$ cat src/pud_pkg.sv
// Constants shared by the profile, update and power-down control block.
// Assumes a 50 MHz system clock on core_clk and a serial front end that
// delivers whole register words to the buffer write port.
package pud_pkg;

  // Register buffer indices (word addresses on the buffer write port)
  localparam int unsigned ADDR_W          = 5;
  localparam logic [4:0]  REG_CONTROL_FUNCTION_REG1        = 5'h00;
  localparam logic [4:0]  REG_CONTROL_FUNCTION_REG2        = 5'h01;
  localparam logic [4:0]  REG_INTERVAL    = 5'h04;
  localparam logic [4:0]  REG_PROFILE_SELECT_BIT0    = 5'h0E;

  // Control function register 1 fields
  localparam int unsigned CONTROL_FUNCTION_REG1_RAM_EN     = 31;
  localparam int unsigned CONTROL_FUNCTION_REG1_PD_CORE    = 7;
  localparam int unsigned CONTROL_FUNCTION_REG1_PD_DAC     = 6;
  localparam int unsigned CONTROL_FUNCTION_REG1_PD_AUX     = 5;
  localparam int unsigned CONTROL_FUNCTION_REG1_PD_REFCLK  = 4;
  localparam int unsigned CONTROL_FUNCTION_REG1_EXT_PD_FST = 3;

  // Control function register 2 fields
  localparam int unsigned CONTROL_FUNCTION_REG2_INT_UPD    = 23;
  localparam int unsigned CONTROL_FUNCTION_REG2_RATE_HI    = 15;
  localparam int unsigned CONTROL_FUNCTION_REG2_RATE_LO    = 14;

  // Values after reset
  localparam logic [31:0] CONTROL_FUNCTION_REG1_RESET      = 32'h0000_0000;
  localparam logic [31:0] CONTROL_FUNCTION_REG2_RESET      = 32'h0000_0000;
  localparam logic [31:0] INTERVAL_RESET  = 32'h0000_FFFF;

  // Timing counts in system clock cycles; STATIC_LIMIT is in interval steps
  localparam int unsigned SYNC_DIV        = 4;
  localparam logic [1:0]  SYNC_RISE_PHASE = 2'h1;
  localparam logic [6:0]  UPD_PULSE_BASE  = 7'h0C;
  localparam logic [31:0] STATIC_LIMIT    = 32'h0000_0003;

  // Number of profile register sets
  localparam int unsigned PROFILES        = 8;

endpackage

$ cat src/pud_ctrl.sv
// Profile select, register transfer, internal update and power-down control.
// Assumes profile, update and power-down pins are asynchronous, and that a
// serial front end on core_clk delivers whole words to the buffer port.
`timescale 1ns/100ps
`default_nettype none

module pud_ctrl
  import pud_pkg::*;
#(
  parameter int unsigned DATA_W = 64
)(
  // Clock and reset
  input  wire logic                     core_clk,
  input  wire logic                     reset_n,
  input  wire logic                     clkEn,
  // Buffer write port from the serial front end
  input  wire logic                     bufWrEn,
  input  wire logic [pud_pkg::ADDR_W-1:0] bufAddr,
  input  wire logic [DATA_W-1:0]        bufWrData,
  // Device pins
  input  wire logic [2:0]               profilePins,
  input  wire logic                     updPinIn,
  output logic                          updPinOut,
  output logic                          updPinOe,
  input  wire logic                     external_powerdown_pin,
  output logic                          syncClkOut,
  // Active state towards the synthesizer core
  output logic [2:0]                    profileIndex,
  output logic [DATA_W-1:0]             activeProfileWord,
  output logic                          ramProfileFmt,
  output logic                          xferPulse,
  // Power-down controls
  output logic                          pdCore,
  output logic                          pdDac,
  output logic                          pdAux,
  output logic                          pdRefClk,
  output logic                          fastRecoveryHold
);
  import pud_pkg::*;

  initial begin
    if (DATA_W < 32 || DATA_W > 64) $error("DATA_W must lie between 32 and 64");
  end

  // Buffered and active registers
  logic [31:0]       cfr1Buf_q, cfr1Act_q;
  logic [31:0]       cfr2Buf_q, cfr2Act_q;
  logic [31:0]       intervalBuf_q, intervalAct_q;
  logic [DATA_W-1:0] profBuf_q [PROFILES];
  logic [DATA_W-1:0] profAct_q [PROFILES];

  // Synchronisers and timing
  logic [2:0] profS1_q, profS2_q;
  logic       updS1_q, updS2_q, updS3_q;
  logic       pdS1_q, pdS2_q;
  logic [1:0] divCnt_q;
  logic [2:0] profSel_q;
  logic       updPending_q;

  // Output registers
  logic              syncClk_q;
  logic              updOut_q, updOe_q;
  logic [DATA_W-1:0] activeWord_q;
  logic              ramFmt_q, xfer_q;
  logic              pdCore_q, pdDac_q, pdAux_q, pdRefClk_q, fastHold_q;

  // Timer results
  logic timerFire;
  logic timerPin;

  // Decode and selection
  logic        syncEdge;
  logic        intActive;
  logic        extRise;
  logic        profChange;
  logic        xferGo;
  logic        coreDown;
  logic        recoverWr;
  logic        wrAccept;
  logic        hitCfr1, hitCfr2, hitInterval;
  logic        fastMode;
  logic [31:0] wrWord;

  assign syncEdge    = divCnt_q == SYNC_RISE_PHASE;
  assign intActive   = cfr2Act_q[CONTROL_FUNCTION_REG2_INT_UPD];
  assign extRise     = updS2_q && !updS3_q && !intActive;
  assign profChange  = syncEdge && (profS2_q != profSel_q);
  assign xferGo      = (syncEdge && updPending_q) || profChange;
  assign coreDown    = pdS2_q || cfr1Act_q[CONTROL_FUNCTION_REG1_PD_CORE];
  assign wrWord      = bufWrData[31:0];
  assign hitCfr1     = bufAddr == REG_CONTROL_FUNCTION_REG1;
  assign hitCfr2     = bufAddr == REG_CONTROL_FUNCTION_REG2;
  assign hitInterval = bufAddr == REG_INTERVAL;
  assign recoverWr   = bufWrEn && coreDown && hitCfr1 && !wrWord[CONTROL_FUNCTION_REG1_PD_CORE];
  assign wrAccept    = bufWrEn && (!coreDown || recoverWr);
  assign fastMode    = cfr1Act_q[CONTROL_FUNCTION_REG1_EXT_PD_FST];

  // Quarter-rate sync clock; rises as the count leaves the chosen phase
  always_ff @(posedge core_clk or negedge reset_n) begin
    if (!reset_n) begin
      divCnt_q  <= 2'h0;
      syncClk_q <= 1'b0;
    end else if (clkEn) begin
      divCnt_q  <= divCnt_q + 2'h1;
      syncClk_q <= (divCnt_q == SYNC_RISE_PHASE) || (divCnt_q == SYNC_RISE_PHASE + 2'h1);
    end
  end

  // Two stages for every pin input before any logic reads it
  always_ff @(posedge core_clk or negedge reset_n) begin
    if (!reset_n) begin
      profS1_q <= 3'h0;
      profS2_q <= 3'h0;
      updS1_q  <= 1'b0;
      updS2_q  <= 1'b0;
      updS3_q  <= 1'b0;
      pdS1_q   <= 1'b0;
      pdS2_q   <= 1'b0;
    end else if (clkEn) begin
      profS1_q <= profilePins;
      profS2_q <= profS1_q;
      updS1_q  <= updPinIn;
      updS2_q  <= updS1_q;
      updS3_q  <= updS2_q;
      pdS1_q   <= external_powerdown_pin;
      pdS2_q   <= pdS1_q;
    end
  end

  // Profile index is taken only on sync clock rising edges
  always_ff @(posedge core_clk or negedge reset_n) begin
    if (!reset_n) begin
      profSel_q <= 3'h0;
    end else if (clkEn && syncEdge) begin
      profSel_q <= profS2_q;
    end
  end

  // Pending update: an edge landing on the service cycle is kept, not lost
  always_ff @(posedge core_clk or negedge reset_n) begin
    if (!reset_n) begin
      updPending_q <= 1'b0;
    end else if (clkEn) begin
      if (extRise || timerFire) updPending_q <= 1'b1;
      else if (syncEdge) updPending_q <= 1'b0;
    end
  end

  // Control buffers; only a recovery write clearing the core bit acts before transfer
  always_ff @(posedge core_clk or negedge reset_n) begin
    if (!reset_n) begin
      cfr1Buf_q     <= CONTROL_FUNCTION_REG1_RESET;
      cfr2Buf_q     <= CONTROL_FUNCTION_REG2_RESET;
      intervalBuf_q <= INTERVAL_RESET;
    end else if (clkEn && wrAccept) begin
      if (hitCfr1) cfr1Buf_q <= wrWord;
      if (hitCfr2) cfr2Buf_q <= wrWord;
      if (hitInterval) intervalBuf_q <= wrWord;
    end
  end

  // Active controls; the core bit may clear at once so the part can recover
  always_ff @(posedge core_clk or negedge reset_n) begin
    if (!reset_n) begin
      cfr1Act_q     <= CONTROL_FUNCTION_REG1_RESET;
      cfr2Act_q     <= CONTROL_FUNCTION_REG2_RESET;
      intervalAct_q <= INTERVAL_RESET;
    end else if (clkEn) begin
      if (xferGo) begin
        cfr1Act_q     <= cfr1Buf_q;
        cfr2Act_q     <= cfr2Buf_q;
        intervalAct_q <= intervalBuf_q;
      end else if (recoverWr) begin
        cfr1Act_q[CONTROL_FUNCTION_REG1_PD_CORE] <= 1'b0;
      end
    end
  end

  // One buffered and one active word per profile
  for (genvar p = 0; p < PROFILES; p++) begin : gProf
    logic profHit;
    assign profHit = wrAccept && (bufAddr == ADDR_W'(REG_PROFILE_SELECT_BIT0 + p));
    always_ff @(posedge core_clk or negedge reset_n) begin
      if (!reset_n) begin
        profBuf_q[p] <= '0;
        profAct_q[p] <= '0;
      end else if (clkEn) begin
        if (profHit) profBuf_q[p] <= bufWrData;
        if (xferGo) profAct_q[p] <= profBuf_q[p];
      end
    end
  end

  // Internal update generator
  pud_update_timer u_timer (
    .core_clk  (core_clk),
    .reset_n   (reset_n),
    .clkEn     (clkEn),
    .enable    (intActive),
    .rateSel   (cfr2Act_q[CONTROL_FUNCTION_REG2_RATE_HI:CONTROL_FUNCTION_REG2_RATE_LO]),
    .interval  (intervalAct_q),
    .fire_q    (timerFire),
    .pinHigh_q (timerPin)
  );

  // Update pin turns round only with the active control word
  always_ff @(posedge core_clk or negedge reset_n) begin
    if (!reset_n) begin
      updOe_q  <= 1'b0;
      updOut_q <= 1'b0;
    end else if (clkEn) begin
      updOe_q  <= intActive;
      updOut_q <= intActive && timerPin;
    end
  end

  // Active profile word follows the latched index, one cycle behind
  always_ff @(posedge core_clk or negedge reset_n) begin
    if (!reset_n) begin
      activeWord_q <= '0;
      ramFmt_q     <= 1'b0;
      xfer_q       <= 1'b0;
    end else if (clkEn) begin
      activeWord_q <= profAct_q[profSel_q];
      ramFmt_q     <= cfr1Act_q[CONTROL_FUNCTION_REG1_RAM_EN];
      xfer_q       <= xferGo;
    end
  end

  // Pin overrides the bits; fast recovery keeps the clock input alive
  always_ff @(posedge core_clk or negedge reset_n) begin
    if (!reset_n) begin
      pdCore_q   <= 1'b0;
      pdDac_q    <= 1'b0;
      pdAux_q    <= 1'b0;
      pdRefClk_q <= 1'b0;
      fastHold_q <= 1'b0;
    end else if (clkEn) begin
      pdCore_q   <= pdS2_q || cfr1Act_q[CONTROL_FUNCTION_REG1_PD_CORE];
      pdDac_q    <= pdS2_q || cfr1Act_q[CONTROL_FUNCTION_REG1_PD_DAC];
      pdAux_q    <= pdS2_q || cfr1Act_q[CONTROL_FUNCTION_REG1_PD_AUX];
      pdRefClk_q <= pdS2_q ? !fastMode : cfr1Act_q[CONTROL_FUNCTION_REG1_PD_REFCLK];
      fastHold_q <= pdS2_q && fastMode;
    end
  end

  assign syncClkOut        = syncClk_q;
  assign updPinOut         = updOut_q;
  assign updPinOe          = updOe_q;
  assign profileIndex      = profSel_q;
  assign activeProfileWord = activeWord_q;
  assign ramProfileFmt     = ramFmt_q;
  assign xferPulse         = xfer_q;
  assign pdCore            = pdCore_q;
  assign pdDac             = pdDac_q;
  assign pdAux             = pdAux_q;
  assign pdRefClk          = pdRefClk_q;
  assign fastRecoveryHold  = fastHold_q;
endmodule // pud_ctrl
`default_nettype wire

$ cat src/pud_update_timer.sv
// Internal update generator: repetition timer and output pulse shaper.
// Assumes the caller holds enable low while external updates are in use.
`timescale 1ns/100ps
`default_nettype none
module pud_update_timer
  import pud_pkg::*;
(
  // Clock and reset
  input  wire logic        core_clk,
  input  wire logic        reset_n,
  input  wire logic        clkEn,
  // Settings
  input  wire logic        enable,
  input  wire logic [1:0]  rateSel,
  input  wire logic [31:0] interval,
  // Results
  output logic             fire_q,
  output logic             pinHigh_q
);
  logic [4:0]  preCnt_q;
  logic [31:0] tickCnt_q;
  logic [6:0]  widthCnt_q;
  logic [4:0]  preLast;
  logic        preTick;
  logic        cntLast;
  logic        staticHigh;
  logic [6:0]  widthLoad;

  // Quarter-rate clock further divided by 1, 2, 4 or 8
  assign preLast    = 5'((SYNC_DIV << rateSel) - 1);
  assign preTick    = enable && (preCnt_q == preLast);
  assign cntLast    = (interval != 32'h0000_0000) && (tickCnt_q >= interval - 32'h0000_0001);
  assign staticHigh = interval <= STATIC_LIMIT;
  assign widthLoad  = UPD_PULSE_BASE << rateSel;

  always_ff @(posedge core_clk or negedge reset_n) begin
    if (!reset_n) begin
      preCnt_q   <= 5'h00;
      tickCnt_q  <= 32'h0000_0000;
      widthCnt_q <= 7'h00;
      fire_q     <= 1'b0;
      pinHigh_q  <= 1'b0;
    end else if (clkEn) begin
      preCnt_q   <= (!enable || preTick) ? 5'h00 : preCnt_q + 5'h01;
      fire_q     <= preTick && cntLast;
      if (!enable) tickCnt_q <= 32'h0000_0000;
      else if (preTick) tickCnt_q <= cntLast ? 32'h0000_0000 : tickCnt_q + 32'h0000_0001;
      if (!enable) widthCnt_q <= 7'h00;
      else if (preTick && cntLast) widthCnt_q <= widthLoad;
      else if (widthCnt_q != 7'h00) widthCnt_q <= widthCnt_q - 7'h01;
      pinHigh_q  <= enable && (staticHigh || (preTick && cntLast) || widthCnt_q > 7'h01);
    end
  end
endmodule // pud_update_timer
`default_nettype wire

$ cat config.mk
export PLATFORM = sky130hd
export DESIGN_NAME = pud_ctrl
export DESIGN_NICKNAME = d
export VERILOG_FILES = /design/src/pud_pkg.sv /design/src/pud_ctrl.sv /design/src/pud_update_timer.sv
export SDC_FILE = /design/constraint.sdc
export NUM_CORES = 2
export LEC_CHECK = 0
export BUFFER_PORTS_ARGS = -buffer_cell sky130_fd_sc_hd__buf_2
export CAP_MARGIN = 10
export CORE_MARGIN = 8
export CORE_UTILIZATION = 55
export CTS_CLUSTER_SIZE = 30
export DETAILED_ROUTE_END_ITERATION = 16
export PLACE_DENSITY = 0.79
export SYNTH_ARGS = -nofsm -noshare
export SYNTH_HDL_FRONTEND = slang
export SYNTH_SLANG_ARGS = --single-unit
$ cat constraint.sdc
create_clock -name core_clk -period 4.15 [get_ports core_clk]
set_input_delay 0.83 -clock core_clk [delete_from_list [all_inputs] [get_ports core_clk]]
set_output_delay 0.83 -clock core_clk [all_outputs]
set_load 0.02 [all_outputs]
### Yosys cells after proc, flatten, opt, wreduce, memory -nomap -nowiden

Index checks and enable logic that the tools add are counted.

| word-level totals | value |
|---|---|
| output and inout port bits | 77 |
| register bits | 1337 |

| operators by class | value |
|---|---|
| $lt $le $gt $ge | 4 |
| reductions and logical operators | 60 |
| $add $sub $neg | 6 |
| mux-type cells | 15 |
| bitwise logic cells | 1 |
| shift-type cells | 2 |
| equality and inequality tests | 16 |

Operators with widths:

| cell | count |
|---|---|
| binary-select mux 64 bit (select 3 bit) | 1 |
| two-way mux 64 bit | 2 |
| two-way mux 32 bit | 3 |
| adder 32 x 1 -> 32 bit, second input constant | 1 |
| greater-or-equal comparator 32 bit | 1 |
| less-or-equal comparator 32 x 2 -> 1 bit, second input constant | 1 |
| AND reduction 2 bit | 16 |
| nonzero test 32 bit | 1 |
| subtractor 32 x 1 -> 32 bit, second input constant | 1 |
| == test 5 bit, second input constant | 6 |
| logical AND 1 bit | 24 |
| two-way mux 7 bit | 3 |
| == test 5 x 4 -> 1 bit, second input constant | 2 |
| logical OR 1 bit | 10 |
| greater-than comparator 7 x 1 -> 1 bit, second input constant | 1 |
| nonzero test 7 bit | 1 |
| << shifter 4 x 2 -> 7 bit, first input constant | 1 |
| subtractor 7 x 1 -> 7 bit, second input constant | 1 |
| adder 5 x 1 -> 5 bit, second input constant | 1 |
| == test 5 x 1 -> 1 bit, second input constant | 1 |
| == test 5 x 3 -> 1 bit, second input constant | 1 |
| == test 5 bit | 1 |
| zero test 1 bit | 5 |
| zero test 5 bit | 1 |
| other kinds (13) | 18 |

### Logic depth before layout (Yosys ltp)

| logic depth | value |
|---|---|
| depth after elaboration | 8 |
| mapped depth | 19 |

### Hierarchy

A second synthesis with hierarchy kept.

| unflattened totals | value |
|---|---|
| cell total of the unflattened synthesis | 3301 |
| area, all modules | 51893.5 um^2 |

Modules (own cells, without submodules):

| module | times used | area each (um^2) | cells an instance |
|---|---|---|---|
| pud_ctrl | 1 | 48200.0 | 2874 |
| pud_update_timer | 1 | 3693.5 | 427 |

### Worst setup path after synthesis

Ideal clock, no wire load.

| path | value |
|---|---|
| path kind | register -> register |
| start point | register intervalAct_q[5] |
| end point | register u_timer.tickCnt_q[21] |
| arrival | 4.284 ns |
| slack | -0.266 ns |
| path buffers | 2 |
| cell stages (with the launch flop) | 20 |
| setup time | 0.132 ns |
| period minus slack after synthesis | 4.416 ns |
| cell sequence | dfstp_2 or4_1 nor3_1 nand2_1 or2_1 nand2b_1 nand2b_1 nor3_1 xnor2_1 ha_1 nand4_1 or2_1 nor4_1 o21ai_2 o22ai_2 nor2_2 nor2_1 buf_2 buf_1 nor2_1 |

| on the way | value |
|---|---|
| cells in the longest elaborated chain, start to end | 6 |

Ends and longest elaborated chain:

| element | line | text |
|---|---|---|
| from (decl) | pud_ctrl.sv:48 | `logic [31:0] intervalBuf_q, intervalAct_q;` |
| from (signal assigned) | pud_ctrl.sv:172 | `intervalAct_q <= intervalBuf_q;` |
| subtractor 32 x 1 -> 32 bit | pud_update_timer.sv:32 | `assign cntLast = (interval != 32'h0000_0000) && (tickCnt_q >= interval - 32'h0000_0001);` |
| greater-or-equal comparator 32 bit | pud_update_timer.sv:32 |  |
| logical AND 1 bit * | pud_update_timer.sv:32 |  |
| two-way mux 32 bit * (2 in series) | pud_update_timer.sv:47 | `else if (preTick) tickCnt_q <= cntLast ? 32'h0000_0000 : tickCnt_q + 32'h0000_0001;` |
| two-way mux 32 bit * | pud_update_timer.sv:46 | `if (!enable) tickCnt_q <= 32'h0000_0000;` |
| to (signal assigned) | pud_update_timer.sv:47 |  |
| to (decl) | pud_update_timer.sv:21 | `logic [31:0] tickCnt_q;` |

Every way passes the cells marked *; elsewhere a longest branch is shown, timed or not. The select of a mux whose other input is x is not followed.
A chain may end at the register's enable or synchronous reset.

### Worst setup path after layout

| path | value |
|---|---|
| start point | register intervalAct_q[5] |
| end point | register u_timer.tickCnt_q[28] |

Same word-level chain as after synthesis.

==> reports/metrics.yaml <==
status:
  status: "finished, violations left"
  violations: "setup timing"
logic_synthesis:
  ys_ff_latch: 1242
  synth_commonest_cells: "dfrtp_1 (1210), mux2_2 (1097), clkbuf_1 (154), nor2_1 (140), mux4_2 (128)"
  yosysMostFrequentCell: "dfrtp_1"
  yosys_warnings: 0
  synth_area_leaders: "dfrtp_1 (59%), mux2_2 (24%), mux4_2 (5.6%)"
  syn-num-nets: 3423
  synth_top_area_cell: "dfrtp_1"
  netlist_instances: 3304
  avgSynthCellArea_sq_um: 15.54
  synth-edff-count: 0
  synth_top_area_frac: 0.5897
  ys.flop_type: "dfrtp_1"
  synth.cell_area_sq_mm: 0.05135
  yosys.cell_types.count: 61
  seq_area_frac_synth: 0.6061
  synthArstFlopShare: 1.000
grt:
  grt_usage: 0.2089
  antenna_found_initial: 22
  overflow: 0
  grt_pass1_vias: 29908
  grt_max_degree: 118
  grt_pass1_wl_mm: 171.7
timing:
  setup_ws_ns: -0.02669
  finalSetupTns_ns: -0.2411
  hold_viol: 0
  fmax_mhz: 239.4
  slew_violations: 0
  rsz0062_at_grt: "true"
  finalSetupViolCount: 21
  slew_headroom: 0.3158
  hold_slack_ns: 0.1473
  fin_crit_sh: 1.006
  min_period_ns: 4.177
  fin_skew_ns: 0.02573
  worst_slew_pin_slew_ns: 1.026
setup_path:
  r2r_setup_slack_ns: -0.03
  critPathKind: "register to register"
  crit_path_top_delay_cell: "or4_4"
  crit_arrival_ns: 4.74
  worstPathRequired_ns: 4.71
  endpoint: "u_timer.tickCnt_q[28]"
  r2r_end: "u_timer.tickCnt_q[28]"
  rr_worst_depth: 19
  cpPeakStageDelay_ns: 0.54
  startpoint_type: "register"
  worst-path-max-fanout: 7
  crit_path_end_kind: "register"
  r2r-start: "intervalAct_q[5]"
  path_cells: "or4_4 > nor3_4 > nand2_2 > or2_1 > nand2b_4 > nand2b_4 > nor4_4 > xnor2_1 > ha_1 > nand4_1 > or2_4 > buf_6 > a211oi_4 > a2111oi_4 > o22ai_4 > nor2_4 > nor2_4 > clkbuf_16 > nor2_4"
  setup.worst_path.start: "intervalAct_q[5]"
  crit_top_cell: "nor2_4"
detailed_routing:
  wl_mm: 106.8
  wl_per_cell_um: 22.04
  viasPerCell: 5.766
  route.detailed.drc: 0
  first_pass_iters: 5
  vias: 27953
  dr.first_iter.drc_count: 1603
  ant_nets: 0
finish:
  fin_nets: 3601
  area.growth.synth_to_final_pct: 13.75
  layout-drive-gt1-share: 0.4851
power_and_ir_drop:
  power_mw: 38.09
  power.density_mw_per_mm2: 652.2
  ir_worst_vdd_mv: 0.5605
  power.leakage_nw: 28.98
place:
  dp_worst_setup_slack_ns: -0.1106
  port_buffers: 154
  routabilityCongestion: 0.8065
  dp_hpwl_mm: 62.58
die:
  core_sq_mm: 0.09291
  ioPinCount: 155
  die_w_um: 321.5
  design.die.area_sq_mm: 0.1034
  start_util: 0.5526
  die_y_um: 321.5
  num_rows: 112
cts:
  cts_made_buffers: 119
  clock-sinks: 1242
  ctsHoldBuffers: 0
  tritoncts: "done"
  root_buffer: "clkbuf_16"
  cts_buffer_depth: 3
  htreeDepth: 3
  path_clk_slew_ns: 0.06
  clkLatencyLatePin_ns: 0.70
min_path:
  hp-class: "primary input to async pin"
job:
  maxCapViolCount: 0
[flip-flops by register name (all words and copies together), names as in the netlist, 2 cells and up]
name and cells:
intervalBuf_q 32, u_timer.tickCnt_q 32, cfr2Act_q 3, cfr1Act_q 6, profBuf_q 512, divCnt_q 2
cfr2Buf_q 3, cfr1Buf_q 6, profileIndex 3, activeProfileWord 64, u_timer.preCnt_q 5, u_timer.widthCnt_q 7
profS2_q 3, profS1_q 3, profAct_q 512, intervalAct_q 32
[critical path: cells and delay by family, from the launching register on]
| kind | cells | cell delay (ns) |
|---|---|---|
| AOI/OAI and AO/OA | 3 | 0.61 |
| and+or+nand+nor | 12 | 2.27 |
| adders and majority gates | 1 | 0.34 |
| DFF | 1 | 0.37 |
| xor gates and xnor gates | 1 | 0.11 |
| buffers and inverters | 2 | 0.36 |
[how the worst min path moves through the flow]
stage / end / cells past startpoint / slack [ns]
floorplan: divCnt_q[0] / 1 / 0.45
global placement: divCnt_q[0] / 1 / 0.46
detailed placement: divCnt_q[0] / 1 / 0.47
CTS: profBuf_q[155] / 1 / 0.16
global route: profBuf_q[155] / 1 / 0.19
finish: profBuf_q[155] / 1 / 0.15
[layout make-up]
type / count / area, sq um
Fill cell: 6619 / 34510
Timing Repair Buffer: 246 / 1851
Inverter: 25 / 93.84
Clock buffer: 187 / 3556
Antenna cell: 11 / 27.53
Tap cell: 1254 / 1569
Sequential cell: 1242 / 31130
Multi-Input combinational cell: 1848 / 19730
Clock inverter: 35 / 449.2
[where the power goes]
group | switching (mW) | leakage [nW] | internal [mW]
clock network | 4.54 | 1.96 | 6.38
registers | 1.60 | 16.8 | 14.9
logic | 5.07 | 10.2 | 5.62
total | 11.2 | 29.0 | 26.9
[cells by family (layout without fill, tap and decap cells)]
group | count (synthesis) | in the layout | share of synthesized area
XOR/XNOR | 69 | 69 | 0.01177
flip-flops | 1242 | 1242 | 0.6061
buffers and inverters | 214 | 493 | 0.01581
other | 0 | 11 | 0
multiplexers | 1317 | 1317 | 0.3153
AND/OR/NAND/NOR | 286 | 286 | 0.02554
adder cells (fa/ha/maj) | 41 | 41 | 0.009991
AO/OA/AOI/OAI | 135 | 135 | 0.01555
[timing repair]
item	CTS	global route
hold endpoints to repair	0	0
pin swaps	5	19
gates resized for setup	1	45
setup buffers	3	1
gates cloned	0	2
endpoints found under the setup margin	38	41
[through the flow]
step	cell area [sq um]	instances	util
after floorplan	51400	3304	-
after global placement	54110	4610	0.5824
after detailed placement	54110	4610	0.5824
after CTS	58150	4835	0.6258
after global routing	58390	4842	0.6284
final	58400	4848	0.6286
[routing by layer]
layer	track usage	vias to the layer above	share of wire	wire length (um)
li1	-	12355	-	-
met1	0.2854	14977	0.44	47440
met2	0.3456	432	0.49	52400
met3	0.03924	171	0.043	4619
met4	0.05547	18	0.021	2244
met5	0	-	0.0012	125
[cells in the final DEF (no fill, tap or decap), drive strengths merged, types with 3 or more instances in the layout]
| cell | count |
|---|---|
| mux2i | 68 |
| mux4 | 128 |
| clkinv | 21 |
| and3 | 9 |
| bufinv | 8 |
| xor2 | 36 |
| dfrtp | 1210 |
| or4 | 8 |
| or2 | 3 |
| a211oi | 4 |
| clkinvlp | 3 |
| dfstp | 32 |
| a21oi | 84 |
| nand2 | 41 |
| nor3 | 10 |
| nand4 | 10 |
| inv | 28 |
| o21ai | 19 |
| buf | 244 |
| nor2 | 141 |
| ha | 41 |
| nor4 | 13 |
| nand3 | 33 |
| mux2 | 1121 |
| clkbuf | 189 |
| diode | 11 |
| nor2b | 6 |
| nand2b | 3 |
| o221ai | 3 |
| xnor2 | 33 |
Power figures use the tool's default switching activity.
